<file path="config.mk">
export PLATFORM = sky130hd
export DESIGN_NAME = status_reporting
export DESIGN_NICKNAME = d
export VERILOG_FILES = /design/src/status_report_pkg.sv /design/src/status_reporting.sv /design/src/event_latch.sv
export SDC_FILE = /design/constraint.sdc
export NUM_CORES = 1
export LEC_CHECK = 0
export BUFFER_PORTS_ARGS = -buffer_cell sky130_fd_sc_hd__buf_2
export CORE_MARGIN = 2
export CORE_UTILIZATION = 40
export CTS_CLUSTER_SIZE = 25
export DETAILED_ROUTE_END_ITERATION = 10
export GPL_ROUTABILITY_DRIVEN = 0
export PLACE_DENSITY = 0.72
export SETUP_SLACK_MARGIN = 0.3
export SLEW_MARGIN = 25
export SYNTH_ARGS = -nofsm -noshare
export SYNTH_HDL_FRONTEND = slang
export SYNTH_SLANG_ARGS = --single-unit
</file>
<file path="constraint.sdc">
create_clock -name sys_clk -period 3.2 [get_ports sys_clk]
set_clock_uncertainty 0.2 [all_clocks]
set_input_delay 0.32 -clock sys_clk [delete_from_list [all_inputs] [get_ports sys_clk]]
set_output_delay 0.32 -clock sys_clk [all_outputs]
set_load 0.05 [all_outputs]
</file>
<file path="src/status_report_pkg.sv">
/*
  status_report_pkg: constants and command codes shared by the status
  reporting logic. Assumes one 8-bit register width throughout.
*/
package status_report_pkg;

  localparam int REG_W = 8;

  // ----------------------------------------------------------------
  // test event status bit positions
  // ----------------------------------------------------------------
  localparam int TE_JITTER_BIT = 7;
  localparam int TE_SEQ_DONE_BIT = 6;
  localparam int TE_GEN_LIMIT_BIT = 5;
  localparam logic [7:0] TE_DEFINED = 8'he0;
  localparam logic [7:0] TE_RESET = 8'h00;

  // ----------------------------------------------------------------
  // standard event status bit positions
  // ----------------------------------------------------------------
  localparam int SE_POWER_ON_BIT = 7;
  localparam int SE_CMD_ERR_BIT = 5;
  localparam int SE_EXEC_ERR_BIT = 4;
  localparam int SE_QUERY_ERR_BIT = 2;
  localparam int SE_OP_DONE_BIT = 0;
  localparam logic [7:0] SE_DEFINED = 8'hb5;
  localparam logic [7:0] SE_RESET = 8'h80;

  // ----------------------------------------------------------------
  // status byte bit positions
  // ----------------------------------------------------------------
  localparam int SB_SUMMARY_BIT = 6;
  localparam int SB_EVENT_BIT = 5;
  localparam int SB_MSG_BIT = 4;
  localparam int SB_TEST_BIT = 3;
  localparam logic [7:0] SR_DEFINED = 8'h38;
  localparam logic [7:0] ENABLE_RESET = 8'h00;
  localparam logic [7:0] STATUS_BYTE_RESET = 8'h00;

  // ----------------------------------------------------------------
  // commands from the remote controller
  // ----------------------------------------------------------------
  typedef enum logic [3:0] {
    CMD_READ_TEST_STATUS = 4'h0,
    CMD_SET_TEST_ENABLE = 4'h1,
    CMD_READ_TEST_ENABLE = 4'h2,
    CMD_READ_STD_STATUS = 4'h3,
    CMD_SET_STD_ENABLE = 4'h4,
    CMD_READ_STD_ENABLE = 4'h5,
    CMD_READ_STATUS_BYTE = 4'h6,
    CMD_SET_SRQ_ENABLE = 4'h7,
    CMD_READ_SRQ_ENABLE = 4'h8,
    CMD_CLEAR_STATUS = 4'h9,
    CMD_SERIAL_POLL = 4'ha
  } cmd_code_t;

endpackage

</file>
<file path="src/status_reporting.sv">
/*
  status_reporting: test event, standard event and status byte logic of
  the remote-control interface, with service request line.
  Assumes the command parser delivers one decoded command per cycle with
  cmd_valid, and event inputs are one-cycle pulses (msg_waiting a level).
*/
// Notes on behaviour
// - jitter over threshold sets test bit 7
// - sequence finished sets test bit 6
// - out-of-mask generation request sets test bit 5
// - test enable bits align with test status
// - power-on sets standard event bit 7
// - standard bits 6, 3, 1 never set
// - bad command header sets standard bit 5
// - failed command or query sets bit 4
// - three query error cases set bit 2
// - operation complete command sets bit 0
// - standard enable bits align with status
// - summary bit 6 is enabled bits 5-3
// - summary bit follows changes of sources
// - bit 5 means enabled standard event set
// - bit 5 follows standard status and enable
// - bit 4 high while response waits
// - bit 3 means enabled test event set
// - bit 6 answers poll and status query
// - service enable holds bits 5-3 only
// - status bits stay set until cleared
// - all enables zero after power-up
// - clear status or query clears standard
// - service request line while summary set
`timescale 1ns/1ns
module status_reporting (
  input wire logic sys_clk,
  input wire logic reset_n,
  input wire logic cmd_valid,
  input wire status_report_pkg::cmd_code_t cmd_code,
  input wire logic [status_report_pkg::REG_W-1:0] cmd_data,
  input wire logic jitter_over,
  input wire logic seq_done,
  input wire logic gen_limit_hit,
  input wire logic cmd_header_err,
  input wire logic exec_err,
  input wire logic query_empty_err,
  input wire logic query_busy_err,
  input wire logic query_unterm_err,
  input wire logic op_done_cmd,
  input wire logic msg_waiting,
  output logic rsp_valid_q,
  output logic [status_report_pkg::REG_W-1:0] rsp_data_q,
  output logic [status_report_pkg::REG_W-1:0] status_byte_q,
  output logic srq_q
);
  import status_report_pkg::*;

  // ----------------------------------------------------------------
  // command decode
  // ----------------------------------------------------------------
  function automatic logic is_cmd(input cmd_code_t code);
    return cmd_valid && (cmd_code == code);
  endfunction

  logic wr_test_en;
  logic wr_std_en;
  logic wr_srq_en;
  logic clr_status;
  logic rd_std_status;

  always_comb begin
    wr_test_en = is_cmd(CMD_SET_TEST_ENABLE);
    wr_std_en = is_cmd(CMD_SET_STD_ENABLE);
    wr_srq_en = is_cmd(CMD_SET_SRQ_ENABLE);
    clr_status = is_cmd(CMD_CLEAR_STATUS);
    // reading the standard status empties it
    rd_std_status = is_cmd(CMD_READ_STD_STATUS);
  end

  // ----------------------------------------------------------------
  // event sources
  // ----------------------------------------------------------------
  logic [REG_W-1:0] test_set;
  logic [REG_W-1:0] std_set;

  always_comb begin
    test_set = '0;
    test_set[TE_JITTER_BIT] = jitter_over;
    test_set[TE_SEQ_DONE_BIT] = seq_done;
    test_set[TE_GEN_LIMIT_BIT] = gen_limit_hit;
    // bits 6, 3 and 1 have no source at all
    std_set = '0;
    std_set[SE_CMD_ERR_BIT] = cmd_header_err;
    std_set[SE_EXEC_ERR_BIT] = exec_err;
    std_set[SE_QUERY_ERR_BIT] = query_empty_err | query_busy_err | query_unterm_err;
    std_set[SE_OP_DONE_BIT] = op_done_cmd;
  end

  // ----------------------------------------------------------------
  // event registers
  // ----------------------------------------------------------------
  logic [REG_W-1:0] test_status;
  logic [REG_W-1:0] test_enable;
  logic test_summary_next;
  logic [REG_W-1:0] std_status;
  logic [REG_W-1:0] std_enable;
  logic std_summary_next;

  event_latch #(
    .WIDTH(REG_W),
    .DEFINED(TE_DEFINED),
    .RESET_VALUE(TE_RESET),
    .ENABLE_RESET(ENABLE_RESET)
  ) u_test_events (
    .sys_clk(sys_clk),
    .reset_n(reset_n),
    .set_pulse(test_set),
    .clear(clr_status),
    .enable_wr(wr_test_en),
    .enable_data(cmd_data),
    .status_q(test_status),
    .enable_q(test_enable),
    .summary_next(test_summary_next)
  );

  // power-on bit is the reset value of the standard register
  event_latch #(
    .WIDTH(REG_W),
    .DEFINED(SE_DEFINED),
    .RESET_VALUE(SE_RESET),
    .ENABLE_RESET(ENABLE_RESET)
  ) u_std_events (
    .sys_clk(sys_clk),
    .reset_n(reset_n),
    .set_pulse(std_set),
    .clear(clr_status | rd_std_status),
    .enable_wr(wr_std_en),
    .enable_data(cmd_data),
    .status_q(std_status),
    .enable_q(std_enable),
    .summary_next(std_summary_next)
  );

  // ----------------------------------------------------------------
  // status byte and service request
  // ----------------------------------------------------------------
  logic [REG_W-1:0] srq_enable_q;
  logic [REG_W-1:0] srq_enable_d;
  logic [REG_W-1:0] status_byte_d;
  logic srq_d;

  always_comb begin
    // only bits 5..3 have enables; bit 6 of the enable is always held at 0
    srq_enable_d = wr_srq_en ? (cmd_data & SR_DEFINED) : srq_enable_q;
    status_byte_d = '0;
    status_byte_d[SB_EVENT_BIT] = std_summary_next;
    status_byte_d[SB_MSG_BIT] = msg_waiting;
    status_byte_d[SB_TEST_BIT] = test_summary_next;
    // recomputed every cycle from next values of sources and enables
    status_byte_d[SB_SUMMARY_BIT] = |(status_byte_d & srq_enable_d);
    srq_d = status_byte_d[SB_SUMMARY_BIT];
  end

  always_ff @(posedge sys_clk or negedge reset_n) begin
    if (!reset_n) begin
      srq_enable_q <= ENABLE_RESET;
      status_byte_q <= STATUS_BYTE_RESET;
      srq_q <= 1'b0;
    end else begin
      srq_enable_q <= srq_enable_d;
      status_byte_q <= status_byte_d;
      srq_q <= srq_d;
    end
  end

  // ----------------------------------------------------------------
  // query responses
  // ----------------------------------------------------------------
  logic rsp_valid_d;
  logic [REG_W-1:0] rsp_data_d;

  always_comb begin
    rsp_valid_d = 1'b0;
    rsp_data_d = rsp_data_q;
    if (cmd_valid) begin
      case (cmd_code)
        CMD_READ_TEST_STATUS: begin
          rsp_valid_d = 1'b1;
          rsp_data_d = test_status;
        end
        CMD_READ_TEST_ENABLE: begin
          rsp_valid_d = 1'b1;
          rsp_data_d = test_enable;
        end
        CMD_READ_STD_STATUS: begin
          rsp_valid_d = 1'b1;
          rsp_data_d = std_status;
        end
        CMD_READ_STD_ENABLE: begin
          rsp_valid_d = 1'b1;
          rsp_data_d = std_enable;
        end
        CMD_READ_SRQ_ENABLE: begin
          rsp_valid_d = 1'b1;
          rsp_data_d = srq_enable_q;
        end
        // bit 6 stands as the master summary here
        CMD_READ_STATUS_BYTE: begin
          rsp_valid_d = 1'b1;
          rsp_data_d = status_byte_q;
        end
        // bit 6 stands as the request bit, same value as the line
        CMD_SERIAL_POLL: begin
          rsp_valid_d = 1'b1;
          rsp_data_d = status_byte_q;
          rsp_data_d[SB_SUMMARY_BIT] = srq_q;
        end
        default: begin
          rsp_valid_d = 1'b0;
        end
      endcase
    end
  end

  always_ff @(posedge sys_clk or negedge reset_n) begin
    if (!reset_n) begin
      rsp_valid_q <= 1'b0;
      rsp_data_q <= '0;
    end else begin
      rsp_valid_q <= rsp_valid_d;
      rsp_data_q <= rsp_data_d;
    end
  end
endmodule

</file>
<file path="src/event_latch.sv">
/*
  event_latch: one sticky status register with its enable register and
  enabled-summary output. Assumes set pulses and clear are synchronous
  one-cycle strobes from the owning block.
*/
`timescale 1ns/1ns
module event_latch #(
  parameter int WIDTH = 8,
  parameter logic [WIDTH-1:0] DEFINED = '1,
  parameter logic [WIDTH-1:0] RESET_VALUE = '0,
  parameter logic [WIDTH-1:0] ENABLE_RESET = '0
) (
  input wire logic sys_clk,
  input wire logic reset_n,
  input wire logic [WIDTH-1:0] set_pulse,
  input wire logic clear,
  input wire logic enable_wr,
  input wire logic [WIDTH-1:0] enable_data,
  output logic [WIDTH-1:0] status_q,
  output logic [WIDTH-1:0] enable_q,
  output logic summary_next
);

  logic [WIDTH-1:0] status_d;
  logic [WIDTH-1:0] enable_d;

  // ----------------------------------------------------------------
  // next values
  // ----------------------------------------------------------------
  always_comb begin
    // set wins over clear; undefined bits never set
    status_d = ((clear ? '0 : status_q) | set_pulse) & DEFINED;
    enable_d = enable_wr ? (enable_data & DEFINED) : enable_q;
    summary_next = |(status_d & enable_d);
  end

  // ----------------------------------------------------------------
  // registers
  // ----------------------------------------------------------------
  always_ff @(posedge sys_clk or negedge reset_n) begin
    if (!reset_n) begin
      status_q <= RESET_VALUE;
      enable_q <= ENABLE_RESET;
    end else begin
      status_q <= status_d;
      enable_q <= enable_d;
    end
  end
endmodule

</file>
==> key figures <==
Synth
  • Main synth FF type: dfrtp_1
  • Post-synthesis adder-cell area fraction: 0
  • Count leader, synth: dfrtp_1
  • Top cell type's share of synthesized area: 0.517
  • Xor/xnor share of the synthesized area: 0.0181
  • Compound-Gate Fraction of Synth Area: 0.170
  • Main combinational cell family by area after synthesis: compound AO/OA/AOI/OAI gates
  • Post-synthesis sequential area ratio: 0.535
  • Post-synthesis mux area share: 0.100
  • Top cells by area, synth: dfrtp_1 52%, mux2_2 9.3%, a21o_1 3.6%
  • Area leader, netlist: dfrtp_1
  • Yosys cell types: 36
  • Post-synth EDFFs: 0
  • Simple-gate area share of the yosys netlist: 0.119
  • Cells after synthesis: 132
  • Synth top cells by count: 30 x dfrtp_1, 13 x nand2_1, 12 x mux2_2
  • Post-Synthesis Cell Area: 0.00145 sq mm
  • Async SR Flop Fraction: 1.00
  • Synth Warn #: 0
  • #FFs+latches synth: 31
  • Avg Inst Size Synth: between 10 and 15 sq um

Routing
  • Routed WL: roughly 3200 um
  • # DRC: 0
  • Final antenna-violating net count: 0
  • DRT Pass-1 Iters: 4
  • Number of vias per cell: 5.18
  • Vias: 1,165
  • DR WL/cell: 14.3 um
  • Number of DRC markers in iteration 0: 24

Clock tree
  • Reg clk slew, reported paths: ~100 ps
  • Clock Latency Late Sink: ~350 ps
  • Worst-case clock buffer depth: 2
  • Root Buffer Master: clkbuf_4
  • TritonCTS clock tree: built
  • CTS Buf Count: 5
  • Max H-tree Level: 2
  • # hold bufs at CTS: 10
  • Clock sinks: 31
  • Setup bufs post-CTS: 0
  • CTS resizes: 0

Power and ir drop
  • Share of power burned in the clock network: 0.229
  • Maximum vdd drop: 0.307 mV
  • Switch share: 0.371
  • Cell internal pwr: approximately 0.66 mW
  • Leakage: 0.826 nW
  • Sequential fraction of design power: 0.464
  • Tot Pwr: roughly 1.1 mW
  • Logic pwr share: 0.307
  • Switch Pwr: 0.392 mW
  • Power per cell area: 586 mW/mm^2

Setup path
  • Worst Path Max Fanout: 12
  • Crit path DAT: about 2300 ps
  • Crit start category: input pin
  • CP Capture Type: flip-flop
  • CP Data Required Time: 3240 ps
  • WS Path Type: input pin to flip-flop

Finish
  • Final instance area: about 0.0018 sq mm
  • Diodes inserted: 0
  • Final Net Count: 203
  • Layout overhead on the synthesized area: 24.2%
  • Finished Layout Cells: 225
  • Layout cell share with drive strength beyond 1: 0.318

Floorplanning
  • # rows: 21
  • Starting Density: 0.425
  • Die Ht: 64.2 um
  • Chip Width: 64.2 um
  • Die ar.: 0.00413 sq mm
  • Io pins: 43
  • Core box area: about 0.0034 sq mm

Global routing
  • Largest net degree at the start of global routing: 32
  • Gr ovfl total: 0
  • Number of global-route vias before repair: 1,189
  • First-pass GRT wire length: around 5500 um
  • Total global-route track usage: 0.175
  • Initial antenna violation count: 0

Job
  • Max-Cap Viols: 0

Timing
  • Highest Clock Rate: 452 MHz
  • RSZ-0062 raised after global routing: false
  • Final Hold Fails: 0
  • Final Cycle Share: 0.691
  • Slew Limit Headroom: 0.549
  • Total negative setup slack: 0 ps
  • Min Tclk post-route: 2210 ps
  • Final slew viol count: 0
  • Post-route setup slack: between 900 and 1000 ps
  • Slew of the pin with the lowest slew margin: ~680 ps
  • Final setup vio count: 0

Place
  • Post-detail-place hpwl: 2430 um
  • Dpl cells: 207
  • Pre-CTS setup slack: 652 ps
  • Number of I/O port buffers: 36
  • Placed Area: roughly 0.0016 sq mm

Status
  • Status: finished, final reports clean

Hold path
  • Hold Crit Class: input pin to flip-flop
[routing by layer]
| layer | routed length, um | part of all wire | vias to the layer above | GRT usage |
|---|---|---|---|---|
| li1 | - | - | 559 | - |
| met1 | 1380 | 0.43 | 557 | 0.209 |
| met2 | 1590 | 0.49 | 42 | 0.286 |
| met3 | 202 | 0.063 | 7 | 0.0440 |
| met4 | 50 | 0.016 | 0 | 0.101 |
| met5 | 0 | 0 | - | 0 |
[area by class of cell]
cell class / instances / area, sq um
clock buffer: 7 / 55.1
clock inverter: 1 / 5.00
fill: 334 / 1610
inverter: 3 / 11.3
multi-input combinational: 90 / 609
sequential: 31 / 777
tap: 46 / 57.6
timing repair buffer: 47 / 288
[cells in the final DEF, fill, tap and decap left out, types with 2 or more instances in the layout]
cell type | netlist | layout
nor2b_1 | 3 | 3
o21ai_0 | 4 | 4
a22oi_1 | 5 | 5
dfrtp_1 | 30 | 30
buf_2 | 0 | 36
conb_1 | 1 | 5
nand4b_1 | 2 | 2
a32oi_1 | 3 | 3
o31ai_1 | 3 | 3
nor2_1 | 10 | 10
xor2_1 | 3 | 3
mux2_2 | 12 | 12
clkbuf_4 | 0 | 5
nand2_1 | 13 | 13
a31oi_1 | 2 | 2
a21o_1 | 7 | 7
a221oi_1 | 2 | 2
inv_1 | 3 | 3
dlygate4sd3_1 | 0 | 10
and2_1 | 2 | 2
[registers in the layout, summed over array words and instances, names as in the netlist]
signal                  cells
rsp_data_q                  7
rsp_valid_q                 1
srq_enable_q                3
status_byte_q               4
u_std_events.enable_q       5
u_std_events.status_q       5
u_test_events.enable_q      3
u_test_events.status_q      3
[logic make-up (layout without fill, tap and decap cells)]
group,count (synthesis),count (layout)
buffers and inverters,15,58
AO/OA/AOI/OAI,33,33
other,1,5
XOR/XNOR,3,3
AND/OR/NAND/NOR,36,36
multiplexers,13,13
flip-flops,31,31
[power by group through the flow]
stage                     Clock [mW]  Sequential, mW  Combinational, mW
after global placement             0           0.496              0.310
after detailed placement           0           0.498              0.316
after floorplan                    0           0.583              0.151
after CTS                      0.248           0.490              0.327
final                          0.241           0.490              0.325
after global routing           0.263           0.497              0.349
[final timing paths]
check | end | depth (start not counted) | from | slack, ps
max | status_byte_q[6]$_DFF_PN0_ | 7 | cmd_code[3] | 990
min | u_test_events.enable_q[6]$_DFF_PN0_ | 2 | cmd_data[6] | 20
max reg2reg | status_byte_q[6]$_DFF_PN0_ | 4 | u_std_events.enable_q[4]$_DFF_PN0_ | 1430
min reg2reg | rsp_data_q[6]$_DFFE_PN0P_ | 2 | rsp_data_q[6]$_DFFE_PN0P_ | 280
max in group asynchronous | u_test_events.status_q[5]$_DFF_PN0_ | 2 | reset_n | 2010
min in group asynchronous | srq_enable_q[5]$_DFF_PN0_ | 2 | reset_n | 330
[stage by stage]
stage	util	hold WS (ps)
floorplan	-	-176
global placement	0.481	176
detailed placement	0.481	194
CTS	0.528	14.4
global route	0.528	20.7
finish	0.528	17.4
[worst max-delay path, stage by stage]
cell and delay (ps):
buf_2 180, nand3b_1 200, or3_1 430, mux2_2 330
a222oi_1 310, nand2_1 140, a221o_1 340
Power figures use the tool's default switching activity.
